### config.mk
export PLATFORM = sky130hd
export DESIGN_NAME = feq_equalizer
export DESIGN_NICKNAME = d
export VERILOG_FILES = /design/src/feq_pkg.sv /design/src/feq_fifo.sv /design/src/feq_equalizer.sv
export VERILOG_INCLUDE_DIRS = /design/src
export SDC_FILE = /design/constraint.sdc
export NUM_CORES = 1
export LEC_CHECK = 0
export BUFFER_PORTS_ARGS = -buffer_cell sky130_fd_sc_hd__buf_2
export CORE_UTILIZATION = 55
export DETAILED_ROUTE_END_ITERATION = 10
export PLACE_DENSITY = 0.84
export SETUP_SLACK_MARGIN = 0.05
export SYNTH_ARGS = -nofsm -noshare
export SYNTH_HDL_FRONTEND = slang
export SYNTH_SLANG_ARGS = --single-unit
### constraint.sdc
create_clock -name i_clk -period 11.3 [get_ports i_clk]
set_input_delay 2.825 -clock i_clk [delete_from_list [all_inputs] [get_ports i_clk]]
set_output_delay 2.825 -clock i_clk [all_outputs]
set_load 0.005 [all_outputs]
### src/feq_defines.svh
// Register offsets, field positions, reset values and widths of the equalizer and gain trim block.
`ifndef FEQ_DEFINES_SVH
`define FEQ_DEFINES_SVH

`define FEQ_ADDR_W          12
`define FEQ_DATA_W          16
`define FEQ_SMP_W           12
`define FEQ_COEF_W          12
`define FEQ_GAIN_W          5
`define FEQ_GAIN_REG_W      8
`define FEQ_CFG_REG_W       8
`define FEQ_FIFO_DEPTH      8

`define FEQ_OFS_GAIN_A0_DUAL    12'h350
`define FEQ_OFS_GAIN_A1_DUAL    12'h351
`define FEQ_OFS_GAIN_B0_DUAL    12'h352
`define FEQ_OFS_GAIN_B1_DUAL    12'h353
`define FEQ_OFS_GAIN_A0_SINGLE  12'h354
`define FEQ_OFS_GAIN_A1_SINGLE  12'h355
`define FEQ_OFS_GAIN_B0_SINGLE  12'h356
`define FEQ_OFS_GAIN_B1_SINGLE  12'h357
`define FEQ_OFS_CONFIG          12'h400
`define FEQ_OFS_COEFF_A_TAP0    12'h418
`define FEQ_OFS_COEFF_B_TAP0    12'h438
`define FEQ_OFS_CTRL            12'h200
`define FEQ_OFS_STATUS          12'h204

`define FEQ_RST_GAIN            8'h00
`define FEQ_RST_CONFIG          8'h00
`define FEQ_RST_COEFF           16'h0000
`define FEQ_RST_CTRL            2'h0

`define FEQ_CFG_MODE_LSB        0
`define FEQ_CFG_SCW_LSB         2
`define FEQ_CFG_MERGE_BIT       5
`define FEQ_CFG_SHARE_BIT       6
`define FEQ_SCW_MAX             3'h6
`define FEQ_SCW_BASE            16
`define FEQ_CTRL_LINK_BIT       0
`define FEQ_CTRL_SINGLE_BIT     1
`define FEQ_STAT_ACTIVE_BIT     4
`define FEQ_STAT_CFGHOT_BIT     5

`endif

### src/feq_pkg.sv
// Types shared by the equalizer and gain trim block.
package feq_pkg;

    typedef enum logic [1:0] {
        FEQ_MODE_BYPASS = 2'h0,
        FEQ_MODE_RSVD1  = 2'h1,
        FEQ_MODE_ENABLE = 2'h2,
        FEQ_MODE_RSVD3  = 2'h3
    } feq_mode_t;

    typedef logic signed [11:0] feq_coef_t;

endpackage

### src/feq_fifo.sv
// Parameterised sample FIFO with valid and ready on both sides.
`timescale 1ns/1ps
`default_nettype none

module feq_fifo #(
    parameter int WIDTH = 24,
    parameter int DEPTH = 8
) (
    // Clock and reset.
    input  wire logic             i_clk,
    input  wire logic             i_arst_n,
    // Filling side.
    input  wire logic             i_in_valid,
    input  wire logic [WIDTH-1:0] i_in_data,
    output var  logic             o_in_ready,
    // Draining side.
    output var  logic             o_out_valid,
    output var  logic [WIDTH-1:0] o_out_data,
    input  wire logic             i_out_ready
);

    localparam int AW = $clog2(DEPTH);

    if (DEPTH < 2 || (DEPTH & (DEPTH - 1)) != 0)
    begin : g_bad_depth
        $error("feq_fifo depth must be a power of two of at least two");
    end

    logic [WIDTH-1:0] mem_r [DEPTH];
    logic [AW-1:0]    wr_ptr_r;
    logic [AW-1:0]    rd_ptr_r;
    logic [AW:0]      count_r;
    logic [AW:0]      count_nxt;
    logic             push;
    logic             pop;

    assign push        = i_in_valid & o_in_ready;
    assign pop         = o_out_valid & i_out_ready;
    assign o_out_valid = (count_r != '0);
    assign o_out_data  = mem_r[rd_ptr_r];

    always_comb
    begin
        count_nxt = count_r;
        if (push && !pop)
        begin
            count_nxt = count_r + 1'b1;
        end
        else if (pop && !push)
        begin
            count_nxt = count_r - 1'b1;
        end
    end

    always_ff @(posedge i_clk)
    begin
        if (push)
        begin
            mem_r[wr_ptr_r] <= i_in_data;
        end
    end

    always_ff @(posedge i_clk or negedge i_arst_n)
    begin
        if (!i_arst_n)
        begin
            wr_ptr_r   <= '0;
            rd_ptr_r   <= '0;
            count_r    <= '0;
            o_in_ready <= 1'b0;
        end
        else
        begin
            wr_ptr_r   <= wr_ptr_r + AW'(push);
            rd_ptr_r   <= rd_ptr_r + AW'(pop);
            count_r    <= count_nxt;
            // Registered so the ready seen upstream never depends on the drain in the same cycle.
            o_in_ready <= (count_nxt != (AW + 1)'(DEPTH));
        end
    end

endmodule // feq_fifo

`default_nettype wire

### src/feq_equalizer.sv
// Equalizer configuration, fine gain trim registers and the first-tap sample path.
//
// Strobed register access was decided locally.
`timescale 1ns/1ps
`default_nettype none
`include "feq_defines.svh"

// Overview of operation
// - Four dual-channel fine gain trims, five bits each, bits 7:5 reserved.
// - A second independent set of four trims applies in single-channel mode.
// - Trim defaults are loaded from fuse values after reset, not constants.
// - Share or merge bit makes channel B use channel A coefficients, else its own.
// - Merge bit treats both channels as one interleaved sample stream.
// - Side weight scales every coefficient except the center tap.
// - Side coefficient LSB weight is two to the setting minus sixteen, 0 to 6.
// - Mode 0 bypasses, mode 2 enables, modes 1 and 3 reserved.
// - Coefficients are signed twelve-bit values, bits 15:12 reserved.
// - Channel A tap zero register is first tap of A or merged filter.
module feq_equalizer #(
    parameter int FIFO_DEPTH = `FEQ_FIFO_DEPTH
) (
    // Clock and reset.
    input  wire logic                      i_clk,
    input  wire logic                      i_arst_n,
    // Register port.
    input  wire logic [`FEQ_ADDR_W-1:0]    i_addr,
    input  wire logic [`FEQ_DATA_W-1:0]    i_wdata,
    input  wire logic                      i_wr,
    input  wire logic                      i_rd,
    output var  logic [`FEQ_DATA_W-1:0]    o_rdata,
    // Fuse defaults, order a0, a1, b0, b1 from the low bits.
    input  wire logic [4*`FEQ_GAIN_W-1:0]  i_fuse_gain_dual,
    input  wire logic [4*`FEQ_GAIN_W-1:0]  i_fuse_gain_single,
    // Converter samples in.
    input  wire logic                      i_smp_valid,
    input  wire logic [`FEQ_SMP_W-1:0]     i_smp_a,
    input  wire logic [`FEQ_SMP_W-1:0]     i_smp_b,
    output var  logic                      o_smp_ready,
    // Equalized samples out.
    output var  logic                      o_eq_valid,
    output var  logic [`FEQ_SMP_W-1:0]     o_eq_a,
    output var  logic [`FEQ_SMP_W-1:0]     o_eq_b,
    input  wire logic                      i_eq_ready,
    // Active fine gain trims per bank.
    output var  logic [`FEQ_GAIN_W-1:0]    o_gain_trim_a0,
    output var  logic [`FEQ_GAIN_W-1:0]    o_gain_trim_a1,
    output var  logic [`FEQ_GAIN_W-1:0]    o_gain_trim_b0,
    output var  logic [`FEQ_GAIN_W-1:0]    o_gain_trim_b1
);

    localparam int SW = `FEQ_SMP_W;
    localparam int GW = `FEQ_GAIN_W;

    if (FIFO_DEPTH < 2 || FIFO_DEPTH > 16)
    begin : g_bad_depth
        $error("feq_equalizer fifo depth must lie between 2 and 16");
    end

    // Side tap term scaled by 2^(min(scw,6)-16), added to the unity center tap and saturated.
    function automatic logic [SW-1:0] feq_tap(input logic [SW-1:0] center, input logic [SW-1:0] side,
                                              input logic [SW-1:0] coef, input logic [2:0] scw);
        logic signed [23:0] prod;
        logic signed [31:0] term;
        logic signed [31:0] sum;
        logic        [2:0]  eff;
        prod = $signed(side) * $signed(coef);
        eff  = (scw > `FEQ_SCW_MAX) ? `FEQ_SCW_MAX : scw;
        term = (32'(prod) <<< eff) >>> `FEQ_SCW_BASE;
        sum  = term + 32'($signed(center));
        if (sum > 32'sd2047)
        begin
            feq_tap = 12'h7FF;
        end
        else if (sum < -32'sd2048)
        begin
            feq_tap = 12'h800;
        end
        else
        begin
            feq_tap = sum[SW-1:0];
        end
    endfunction

    // Register file; reserved bits are stored for readback only.
    logic [`FEQ_GAIN_REG_W-1:0] gain_dual_r   [4];
    logic [`FEQ_GAIN_REG_W-1:0] gain_single_r [4];
    logic [`FEQ_CFG_REG_W-1:0]  cfg_r;
    logic [`FEQ_DATA_W-1:0]     coef_a_r;
    logic [`FEQ_DATA_W-1:0]     coef_b_r;
    logic [1:0]                 ctrl_r;
    logic                       cfg_hot_r;
    logic                       fuse_done_r;

    feq_pkg::feq_mode_t mode;
    logic               link_en;
    logic               single_mode;
    logic               merge;
    logic               share;
    logic [2:0]         scw;
    logic               filt_on;
    logic [SW-1:0]      coef_a;
    logic [SW-1:0]      coef_b_eff;
    logic               cfg_wr;

    assign mode        = feq_pkg::feq_mode_t'(cfg_r[`FEQ_CFG_MODE_LSB +: 2]);
    assign scw         = cfg_r[`FEQ_CFG_SCW_LSB +: 3];
    assign merge       = cfg_r[`FEQ_CFG_MERGE_BIT];
    assign share       = cfg_r[`FEQ_CFG_SHARE_BIT];
    assign link_en     = ctrl_r[`FEQ_CTRL_LINK_BIT];
    assign single_mode = ctrl_r[`FEQ_CTRL_SINGLE_BIT];
    assign filt_on     = (mode == feq_pkg::FEQ_MODE_ENABLE);
    assign coef_a      = coef_a_r[SW-1:0];
    assign coef_b_eff  = (share || merge) ? coef_a : coef_b_r[SW-1:0];
    assign cfg_wr      = i_wr && (i_addr == `FEQ_OFS_CONFIG || i_addr == `FEQ_OFS_COEFF_A_TAP0 ||
                                  i_addr == `FEQ_OFS_COEFF_B_TAP0);

    // Gain trims: the first cycle after reset release copies the fuse values.
    always_ff @(posedge i_clk or negedge i_arst_n)
    begin
        if (!i_arst_n)
        begin
            fuse_done_r <= 1'b0;
            for (int i = 0; i < 4; i++)
            begin
                gain_dual_r[i]   <= `FEQ_RST_GAIN;
                gain_single_r[i] <= `FEQ_RST_GAIN;
            end
        end
        else if (!fuse_done_r)
        begin
            fuse_done_r <= 1'b1;
            for (int i = 0; i < 4; i++)
            begin
                gain_dual_r[i]   <= {3'h0, i_fuse_gain_dual[i*GW +: GW]};
                gain_single_r[i] <= {3'h0, i_fuse_gain_single[i*GW +: GW]};
            end
        end
        else if (i_wr)
        begin
            for (int i = 0; i < 4; i++)
            begin
                if (i_addr == `FEQ_OFS_GAIN_A0_DUAL + 12'(i))
                begin
                    gain_dual_r[i] <= i_wdata[7:0];
                end
                if (i_addr == `FEQ_OFS_GAIN_A0_SINGLE + 12'(i))
                begin
                    gain_single_r[i] <= i_wdata[7:0];
                end
            end
        end
    end

    // Filter configuration, coefficients and control.
    always_ff @(posedge i_clk or negedge i_arst_n)
    begin
        if (!i_arst_n)
        begin
            cfg_r    <= `FEQ_RST_CONFIG;
            coef_a_r <= `FEQ_RST_COEFF;
            coef_b_r <= `FEQ_RST_COEFF;
            ctrl_r   <= `FEQ_RST_CTRL;
        end
        else if (i_wr)
        begin
            unique case (i_addr)
                `FEQ_OFS_CONFIG:       cfg_r    <= i_wdata[7:0];
                `FEQ_OFS_COEFF_A_TAP0: coef_a_r <= i_wdata;
                `FEQ_OFS_COEFF_B_TAP0: coef_b_r <= i_wdata;
                `FEQ_OFS_CTRL:         ctrl_r   <= i_wdata[1:0];
                default:               ;
            endcase
        end
    end

    // A filter change with the link running is flagged; a new event wins over the clear.
    always_ff @(posedge i_clk or negedge i_arst_n)
    begin
        if (!i_arst_n)
        begin
            cfg_hot_r <= 1'b0;
        end
        else if (cfg_wr && link_en)
        begin
            cfg_hot_r <= 1'b1;
        end
        else if (i_wr && i_addr == `FEQ_OFS_STATUS && i_wdata[`FEQ_STAT_CFGHOT_BIT])
        begin
            cfg_hot_r <= 1'b0;
        end
    end

    // Sample FIFO between the converter and the filter.
    logic              fifo_valid;
    logic [2*SW-1:0]   fifo_data;
    logic              fifo_pop;
    logic [4:0]        fifo_level_r;
    logic              out_adv;
    logic [SW-1:0]     cur_a;
    logic [SW-1:0]     cur_b;

    assign out_adv  = !o_eq_valid || i_eq_ready;
    // The filter drains only while the link runs, so a stopped link backs up into the FIFO.
    assign fifo_pop = fifo_valid && link_en && out_adv;
    assign cur_a    = fifo_data[SW-1:0];
    assign cur_b    = fifo_data[2*SW-1:SW];

    feq_fifo #(
        .WIDTH (2 * SW),
        .DEPTH (FIFO_DEPTH)
    ) u_fifo (
        .i_clk       (i_clk),
        .i_arst_n    (i_arst_n),
        .i_in_valid  (i_smp_valid),
        .i_in_data   ({i_smp_b, i_smp_a}),
        .o_in_ready  (o_smp_ready),
        .o_out_valid (fifo_valid),
        .o_out_data  (fifo_data),
        .i_out_ready (fifo_pop)
    );

    always_ff @(posedge i_clk or negedge i_arst_n)
    begin
        if (!i_arst_n)
        begin
            fifo_level_r <= '0;
        end
        else if ((i_smp_valid && o_smp_ready) && !fifo_pop)
        begin
            fifo_level_r <= fifo_level_r + 5'h1;
        end
        else if (!(i_smp_valid && o_smp_ready) && fifo_pop)
        begin
            fifo_level_r <= fifo_level_r - 5'h1;
        end
    end

    // Filter stage: tap zero weighs the previous sample of its own stream.
    logic [SW-1:0] prev_a_r;
    logic [SW-1:0] prev_b_r;
    logic [SW-1:0] side_a;
    logic [SW-1:0] side_b;

    assign side_a = merge ? prev_b_r : prev_a_r;
    assign side_b = merge ? cur_a : prev_b_r;

    always_ff @(posedge i_clk or negedge i_arst_n)
    begin
        if (!i_arst_n)
        begin
            prev_a_r   <= '0;
            prev_b_r   <= '0;
            o_eq_valid <= 1'b0;
            o_eq_a     <= '0;
            o_eq_b     <= '0;
        end
        else if (fifo_pop)
        begin
            prev_a_r   <= cur_a;
            prev_b_r   <= cur_b;
            o_eq_valid <= 1'b1;
            o_eq_a     <= filt_on ? feq_tap(cur_a, side_a, coef_a, scw) : cur_a;
            o_eq_b     <= filt_on ? feq_tap(cur_b, side_b, coef_b_eff, scw) : cur_b;
        end
        else if (i_eq_ready)
        begin
            o_eq_valid <= 1'b0;
        end
    end

    // Active trim set follows the channel mode.
    always_ff @(posedge i_clk or negedge i_arst_n)
    begin
        if (!i_arst_n)
        begin
            o_gain_trim_a0 <= '0;
            o_gain_trim_a1 <= '0;
            o_gain_trim_b0 <= '0;
            o_gain_trim_b1 <= '0;
        end
        else
        begin
            o_gain_trim_a0 <= single_mode ? gain_single_r[0][GW-1:0] : gain_dual_r[0][GW-1:0];
            o_gain_trim_a1 <= single_mode ? gain_single_r[1][GW-1:0] : gain_dual_r[1][GW-1:0];
            o_gain_trim_b0 <= single_mode ? gain_single_r[2][GW-1:0] : gain_dual_r[2][GW-1:0];
            o_gain_trim_b1 <= single_mode ? gain_single_r[3][GW-1:0] : gain_dual_r[3][GW-1:0];
        end
    end

    // Read data stands for exactly the cycle after the read strobe.
    logic [`FEQ_DATA_W-1:0] rd_mux;

    always_comb
    begin
        rd_mux = '0;
        unique case (i_addr)
            `FEQ_OFS_GAIN_A0_DUAL:   rd_mux = {8'h00, gain_dual_r[0]};
            `FEQ_OFS_GAIN_A1_DUAL:   rd_mux = {8'h00, gain_dual_r[1]};
            `FEQ_OFS_GAIN_B0_DUAL:   rd_mux = {8'h00, gain_dual_r[2]};
            `FEQ_OFS_GAIN_B1_DUAL:   rd_mux = {8'h00, gain_dual_r[3]};
            `FEQ_OFS_GAIN_A0_SINGLE: rd_mux = {8'h00, gain_single_r[0]};
            `FEQ_OFS_GAIN_A1_SINGLE: rd_mux = {8'h00, gain_single_r[1]};
            `FEQ_OFS_GAIN_B0_SINGLE: rd_mux = {8'h00, gain_single_r[2]};
            `FEQ_OFS_GAIN_B1_SINGLE: rd_mux = {8'h00, gain_single_r[3]};
            `FEQ_OFS_CONFIG:         rd_mux = {8'h00, cfg_r};
            `FEQ_OFS_COEFF_A_TAP0:   rd_mux = coef_a_r;
            `FEQ_OFS_COEFF_B_TAP0:   rd_mux = coef_b_r;
            `FEQ_OFS_CTRL:           rd_mux = {14'h0000, ctrl_r};
            `FEQ_OFS_STATUS:         rd_mux = {10'h000, cfg_hot_r, filt_on, fifo_level_r[3:0]};
            default:                 rd_mux = '0;
        endcase
    end

    always_ff @(posedge i_clk or negedge i_arst_n)
    begin
        if (!i_arst_n)
        begin
            o_rdata <= '0;
        end
        else if (i_rd)
        begin
            o_rdata <= rd_mux;
        end
        else
        begin
            o_rdata <= '0;
        end
    end

endmodule // feq_equalizer

`default_nettype wire

==> impl_metrics.csv, run 1 <==
group,metric,value,unit
cells_and_area,regArea,11000,um2
sta,worst_pin_slew,1210,ps
sta,fmax,93.5,MHz
setup_path,critPathMaxStageDelay,620,ps
global_route,overflow,0,
cells_and_area,fin_nets,3391,
sta,maxSlewHeadroom,0.171,
min_path,min_to,"prev_a_r[11]$_DFFE_PN0P_",
global_route,grt_use_met2,0.485,
global_route,grt_first_pass_wirelength,128000,um
sta,timing.final.ws_setup,607,ps
setup_path,timing.rr.start,"u_fifo.rd_ptr_r[0]$_DFF_PN0_",
placement,place_ws,576,ps
cts,cts_resized,0,
sta,rsz0062_at_grt,"no",
cts,clock-sinks,400,
cts,htree_num_levels,2,
min_path,min_path_type,"reg2reg",
setup_path,cp_slowest_cell,"dfrtp_4",
global_route,grt_max_degree,130,
sta,setup_violations,0,
setup_path,startpoint_type,"register",
cells_and_area,multi_input_area,17300,um2
status,status,"finished clean",
cts,clk_latency,580,ps
global_route,grt_pass1_vias,23500,
pwr,leakage,0.0150,uW
die,rows,85,
synth,synth_seq_cells,400,
cts,cts_tree,"done",
global_route,antenna_found_initial,2,
synth,ys.flop_type,"dfrtp_1",
die,ioPinCount,160,
synth,synth_edf_count,192,
synth,syn_nets,3276,
setup_path,required,11760,ps
flow_run,cap_violations,0,
cts,cts_buffers,42,
sta,finalCriticalPeriod,10690,ps
drt,finalWirelength,79700,um
sta,skew,33.5,ps
cells_and_area,drive_above_1_share,0.159,
drt,ant_nets,0,
die,die_w,236,um
sta,fin_setup_tns,0,ps
drt,viasPerCell,6.12,
setup_path,worstSetupEndpointType,"register",
pwr,powerDensity,116,nW/um2
global_route,use_met1,0.383,
sta,post-route-period-util,0.946,
placement,port_buffers,159,
synth,synth.distinct_cells,90,
setup_path,r2r_slack,610,ps
placement,dp.final_hpwl,59000,um
synth,syn_area,30000,um2
pwr,ir_drop,0.156,mV
setup_path,arrival,11160,ps
die,fp.coreArea,53800,um2
sta,final_hold_viol_count,0,
drt,route.vias.total,22100,
die,die_h,236,um
pwr,p_total,3820,uW
cts,ctsHoldBuffers,0,
drt,drtIter0Drc,2401,
sta,timing.final.max_slew_violations,0,
die,start_util,0.558,
synth,ys_seq_area_frac,0.366,
cts,cts.path.max_buffers,3,
placement,place_congestion,0.970,
synth,async_flop_share,0.520,
global_route,busiest_layer,"met2",
cts,cts_root_buffer,"clkbuf_16",
cells_and_area,syn2layout_area_growth,9.84,%
setup_path,critPathMaxFanout,32,
drt,first_pass_iters,7,
min_path,hold_depth,2,
synth,synth_cells,2767,
cts,post-cts-setup-buffers,0,
setup_path,path_class,"reg2reg",
synth,yosysWarningCount,0,
global_route,grt_util_all_layers,0.294,
setup_path,r2r-end,"o_eq_b[1]$_DFFE_PN0P_",
global_route,grtUsageMet3,0.0525,
setup_path,rr_worst_depth,33,
cells_and_area,fill_cells,4130,
min_path,hold_start,"prev_a_r[11]$_DFFE_PN0P_",
die,die_area,55500,um2
drt,wl_per_cell,22.1,um
drt,drc_errors,0,
synth,syn_avg_cell_area,10.8,um2
cts,cts.clk_slew.worst_paths,70,ps
==> through the flow <==
step	area (um2)	util	hold slack, ps	cells
finish	33000	0.612	476	3612
global route	33000	0.612	491	3612
CTS	32900	0.612	479	3611
detailed placement	31600	0.586	466	3534
global placement	31600	0.586	457	3534
floorplan	30000	-	442	2767
==> flip-flops by register name, indices dropped and copies added, names as in the netlist, 2 cells and up <==
register / count
u_fifo.mem_r: 192
gain_dual_r: 32
gain_single_r: 32
coef_a_r: 16
coef_b_r: 16
o_rdata: 16
o_eq_a: 12
o_eq_b: 12
prev_a_r: 12
prev_b_r: 12
cfg_r: 8
o_gain_trim_a0: 5
o_gain_trim_a1: 5
o_gain_trim_b0: 5
o_gain_trim_b1: 5
fifo_level_r: 4
u_fifo.count_r: 4
u_fifo.rd_ptr_r: 3
u_fifo.wr_ptr_r: 3
ctrl_r: 2
==> cell type report <==
type | instances | area share
tap | 696 | 0.0264
timing repair buffer | 201 | 0.0344
clock buffer | 54 | 0.0354
clock inverter | 23 | 0.00668
sequential | 400 | 0.333
inverter | 353 | 0.0402
antenna | 1 | 0.0000759
multi-input combinational | 1884 | 0.524
==> layout by cell type (no fill, tap or decap), drive strengths merged, types with 49 or more instances in the layout <==
cell type / synthesis / layout
a21oi: 134 / 134
and2: 66 / 66
buf: 19 / 200
clkbuf: 111 / 55
dfrtp: 208 / 208
edfxtp: 192 / 192
fa: 275 / 275
ha: 136 / 136
inv: 353 / 357
mux2: 105 / 105
mux2i: 92 / 92
mux4: 50 / 50
nand2: 324 / 324
nor2: 182 / 182
o21ai: 71 / 71
xnor2: 49 / 49
==> report_power, final <==
part / internal, uW / total, uW / switching, uW
combinational: 236 / 627 / 391
clock: 787 / 1380 / 597
sequential: 1700 / 1810 / 103
total: 2720 / 3820 / 1090
==> per-layer routing <==
layer	part of all wire	vias up	wire length [um]
li1	-	9606	-
met5	0.00016	-	13
met1	0.38	11100	30300
met4	0.047	2	3770
met3	0.091	253	7230
met2	0.48	1187	38400
==> worst max-delay path, delay by kind of cell, from the launching register on <==
family          cells  cell delay (ps)
compound gates     13             3730
fa+ha+maj           7             3210
simple gates        5             1390
mux                 2              990
flops               1              620
buf+inv             6              610
==> how the worst max path moves through the flow <==
| stage | start | endpoint | cells after the start |
|---|---|---|---|
| floorplan | u_fifo.rd_ptr_r[0]$_DFF_PN0_ | o_eq_b[1]$_DFFE_PN0P_ | 35 |
| global placement | u_fifo.rd_ptr_r[0]$_DFF_PN0_ | o_eq_b[1]$_DFFE_PN0P_ | 33 |
| detailed placement | u_fifo.rd_ptr_r[0]$_DFF_PN0_ | o_eq_b[1]$_DFFE_PN0P_ | 34 |
| CTS | u_fifo.rd_ptr_r[0]$_DFF_PN0_ | o_eq_b[1]$_DFFE_PN0P_ | 34 |
| global route | u_fifo.rd_ptr_r[0]$_DFF_PN0_ | o_eq_b[1]$_DFFE_PN0P_ | 34 |
| finish | u_fifo.rd_ptr_r[0]$_DFF_PN0_ | o_eq_b[1]$_DFFE_PN0P_ | 33 |
==> cells in the mapped netlist, drive strengths merged (12+ instances only) <==
cell type | n | share of area
a31oi | 21 | 0.0044
nand2b | 21 | 0.0044
a21oi | 134 | 0.022
a221oi | 21 | 0.0061
xnor2 | 49 | 0.015
a222oi | 12 | 0.0040
a22o | 12 | 0.0035
dfrtp | 208 | 0.17
nand3 | 27 | 0.0045
and3 | 12 | 0.0025
edfxtp | 192 | 0.19
nor2b | 20 | 0.0042
nand2 | 324 | 0.041
o22ai | 13 | 0.0027
inv | 353 | 0.044
nor2 | 182 | 0.023
a21boi | 22 | 0.0055
mux4 | 50 | 0.038
buf | 19 | 0.0029
nor3 | 33 | 0.0055
and2 | 66 | 0.014
fa | 275 | 0.18
a21o | 23 | 0.0058
ha | 136 | 0.057
mux2 | 105 | 0.040
o21ai | 71 | 0.012
o21a | 15 | 0.0040
clkbuf | 111 | 0.014
mux2i | 92 | 0.031
xor2 | 16 | 0.0047
==> logic make-up (layout without fill, tap and decap cells) <==
| kind of cell | Yosys count | after routing | share of synthesized area |
|---|---|---|---|
| flip-flops | 400 | 400 | 0.366 |
| XOR/XNOR | 66 | 66 | 0.0200 |
| multiplexers | 247 | 247 | 0.108 |
| other | 1 | 2 | 0.000125 |
| adder cells (fa/ha/maj) | 412 | 412 | 0.241 |
| AND/OR/NAND/NOR | 734 | 734 | 0.110 |
| buffers and inverters | 483 | 631 | 0.0610 |
| AO/OA/AOI/OAI | 424 | 424 | 0.0951 |
(Power assumes the default switching activity.)
==> inputs of run 2 (changes only) <==
--- a/config.mk
+++ b/config.mk
@@ -7,7 +7,9 @@
 export NUM_CORES = 1
 export LEC_CHECK = 0
 export BUFFER_PORTS_ARGS = -buffer_cell sky130_fd_sc_hd__buf_2
+export CAP_MARGIN = 20
 export CORE_UTILIZATION = 55
+export CTS_BUF_LIST = sky130_fd_sc_hd__clkbuf_16
 export DETAILED_ROUTE_END_ITERATION = 10
 export PLACE_DENSITY = 0.84
 export SETUP_SLACK_MARGIN = 0.05
==> run 2 against run 1 <==
  * Routed wire length grew 0.31%
  * Non-clock buffer count up 4
  * Register-to-register slack improved by 20 ps
  * Via count is 0.33% higher
  * Combinational power barely moved
  * Cell area about the same
  * Cell count increased by 0.11%
  * Sequential cell count stayed put
  * Die area unchanged
  * Sequential share of layout area barely moved
  * Power fell by 1.1%
  * Sequential power about the same
==> impl_metrics.csv, run 2 (synthesis gave the netlist of run 1 again) <==
group,metric,value,unit
cts,clk_latency,580,ps
die,rows,85,
setup_path,path_class,"reg2reg",
cells_and_area,final_common_cell,"inv_1",
setup_path,critPathMaxFanout,32,
cts,cts_root_buffer,"clkbuf_16",
cells_and_area,largest_reg_flops,192,
drt,route.vias.total,22200,
placement,dp.final_hpwl,59000,um
die,die_w,236,um
cts,ctsHoldBuffers,0,
cells_and_area,drive_above_1_share,0.158,
cts,cts.clk_slew.worst_paths,70,ps
pwr,leakage,0.0150,uW
status,status,"finished clean",
setup_path,critPathMaxStageDelay,620,ps
min_path,hold_depth,2,
cts,clock-sinks,400,
placement,place_congestion,0.970,
pwr,p_comb_frac,0.167,
setup_path,r2r_slack,620,ps
setup_path,timing.rr.start,"u_fifo.rd_ptr_r[0]$_DFF_PN0_",
placement,place_ws,576,ps
die,start_util,0.558,
pwr,p_int,2690,uW
sta,fin_setup_tns,0,ps
drt,wl_per_cell,22.1,um
sta,finalCriticalPeriod,10680,ps
sta,timing.final.max_slew_violations,0,
min_path,min_path_type,"reg2reg",
drt,drtIter0Drc,2209,
global_route,antenna_found_initial,2,
placement,dp_cells,3534,
drt,drc_errors,0,
cts,htree_num_levels,2,
setup_path,startpoint_type,"register",
cells_and_area,final_util,0.612,
cells_and_area,fill_cells,4131,
cts,cts.path.max_buffers,3,
cts,post-cts-setup-buffers,0,
sta,setup_violations,0,
drt,viasPerCell,6.14,
drt,finalWirelength,79900,um
drt,ant_nets,0,
sta,skew,34.9,ps
min_path,min_to,"prev_a_r[11]$_DFFE_PN0P_",
die,die_h,236,um
sta,worst_pin_slew,1180,ps
global_route,overflow,0,
die,die_area,55500,um2
pwr,swShare,0.289,
sta,timing.final.ws_setup,624,ps
global_route,grt_util_all_layers,0.294,
die,fp.coreArea,53800,um2
sta,fmax,93.7,MHz
cells_and_area,syn2layout_area_growth,9.83,%
setup_path,rr_worst_depth,33,
global_route,grt_pass1_vias,23500,
flow_run,cap_violations,0,
global_route,grt_first_pass_wirelength,128000,um
cts,cts_tree,"done",
pwr,ir_drop,0.153,mV
pwr,powerDensity,115,nW/um2
placement,placed_area,31600,um2
global_route,grt_max_degree,130,
cells_and_area,top_register,"u_fifo.mem_r",
cells_and_area,fin_nets,3395,
pwr,p_seq_frac,0.478,
pwr,p_switching,1090,uW
die,ioPinCount,160,
placement,port_buffers,159,
sta,post-route-period-util,0.945,
cells_and_area,post_layout_nonfiller_instances,3616,
cells_and_area,largestRegisters,"u_fifo.mem_r x192, gain_dual_r x32, gain_single_r x32",
cells_and_area,mostFrequentLayoutCells,"inv_1 (359), nand2_1 (324), fa_1 (275)",
sta,maxSlewHeadroom,0.212,
cts,cts_buffers,42,
setup_path,cp_slowest_cell,"dfrtp_4",
min_path,hold_start,"prev_a_r[11]$_DFFE_PN0P_",
sta,final_hold_viol_count,0,
drt,first_pass_iters,6,
cells_and_area,fin_area,33000,um2
setup_path,required,11770,ps
pwr,clkPwrFrac,0.355,
sta,rsz0062_at_grt,"no",
setup_path,worstSetupEndpointType,"register",
setup_path,r2r-end,"o_eq_b[1]$_DFFE_PN0P_",
setup_path,arrival,11150,ps
-- run 2: cell types whose count changed in the layout (fill, tap and decap cells not counted), sizes merged --
cell | previous run | this run
clkinv | 15 | 20
inv | 357 | 363
clkbuf | 55 | 44
buf | 200 | 204
-- run 2: worst max path at each step --
stage	cells past startpoint	from	to	slack, ps
6_report	33	u_fifo.rd_ptr_r[0]$_DFF_PN0_	o_eq_b[1]$_DFFE_PN0P_	620
3_5_place_dp	34	u_fifo.rd_ptr_r[0]$_DFF_PN0_	o_eq_b[1]$_DFFE_PN0P_	580
4_1_cts	34	u_fifo.rd_ptr_r[0]$_DFF_PN0_	o_eq_b[1]$_DFFE_PN0P_	550
2_1_floorplan	35	u_fifo.rd_ptr_r[0]$_DFF_PN0_	o_eq_b[1]$_DFFE_PN0P_	1840
3_3_place_gp	33	u_fifo.rd_ptr_r[0]$_DFF_PN0_	o_eq_b[1]$_DFFE_PN0P_	910
5_1_grt	34	u_fifo.rd_ptr_r[0]$_DFF_PN0_	o_eq_b[1]$_DFFE_PN0P_	80
-- run 2: what timing repair did --
action | 4_1_cts | 5_1_grt
hold endpoints to repair | 0 | 0
setup endpoints to repair | 0 | 11
gates resized for setup | 0 | 2
-- run 2: per-stage QoR --
stage / total power [uW] / hold WS [ps]
6_report: 3780 / 476
5_1_grt: 3900 / 491
4_1_cts: 3770 / 479
3_5_place_dp: 2440 / 466
3_3_place_gp: 2390 / 457
2_1_floorplan: 2170 / 442
-- run 2: layout make-up --
type	count	area, um2	area share
multi-input combinational	1884	17300	0.524
sequential	400	11000	0.333
inverter	353	1330	0.0402
timing repair buffer	205	1180	0.0359
clock buffer	43	1080	0.0327
tap	696	871	0.0264
clock inverter	34	262	0.00793
antenna	1	2.50	0.0000759
-- run 2: routing by layer --
metal	vias up	share of wire	GRT usage
met4	2	0.047	0.129
met1	11100	0.38	0.385
li1	9632	-	-
met5	-	0.00016	0
met2	1179	0.48	0.485
met3	251	0.088	0.0501
-- run 2: power groups by stage --
stage,Sequential [uW],Clock [uW],Combinational (uW)
floorplan,1780,0,386
global placement,1810,0,585
detailed placement,1820,0,613
CTS,1800,1350,621
global route,1810,1400,679
finish,1810,1340,630
-- run 2: worst max-delay path, delay by kind of cell, from the launching register on --
kind | cells | cell delay, ps
muxes | 2 | 1000
adders and majority gates | 7 | 3210
DFF | 1 | 620
AOI/OAI and AO/OA | 13 | 3720
buffers and inverters | 6 | 610
and+or+nand+nor | 5 | 1390
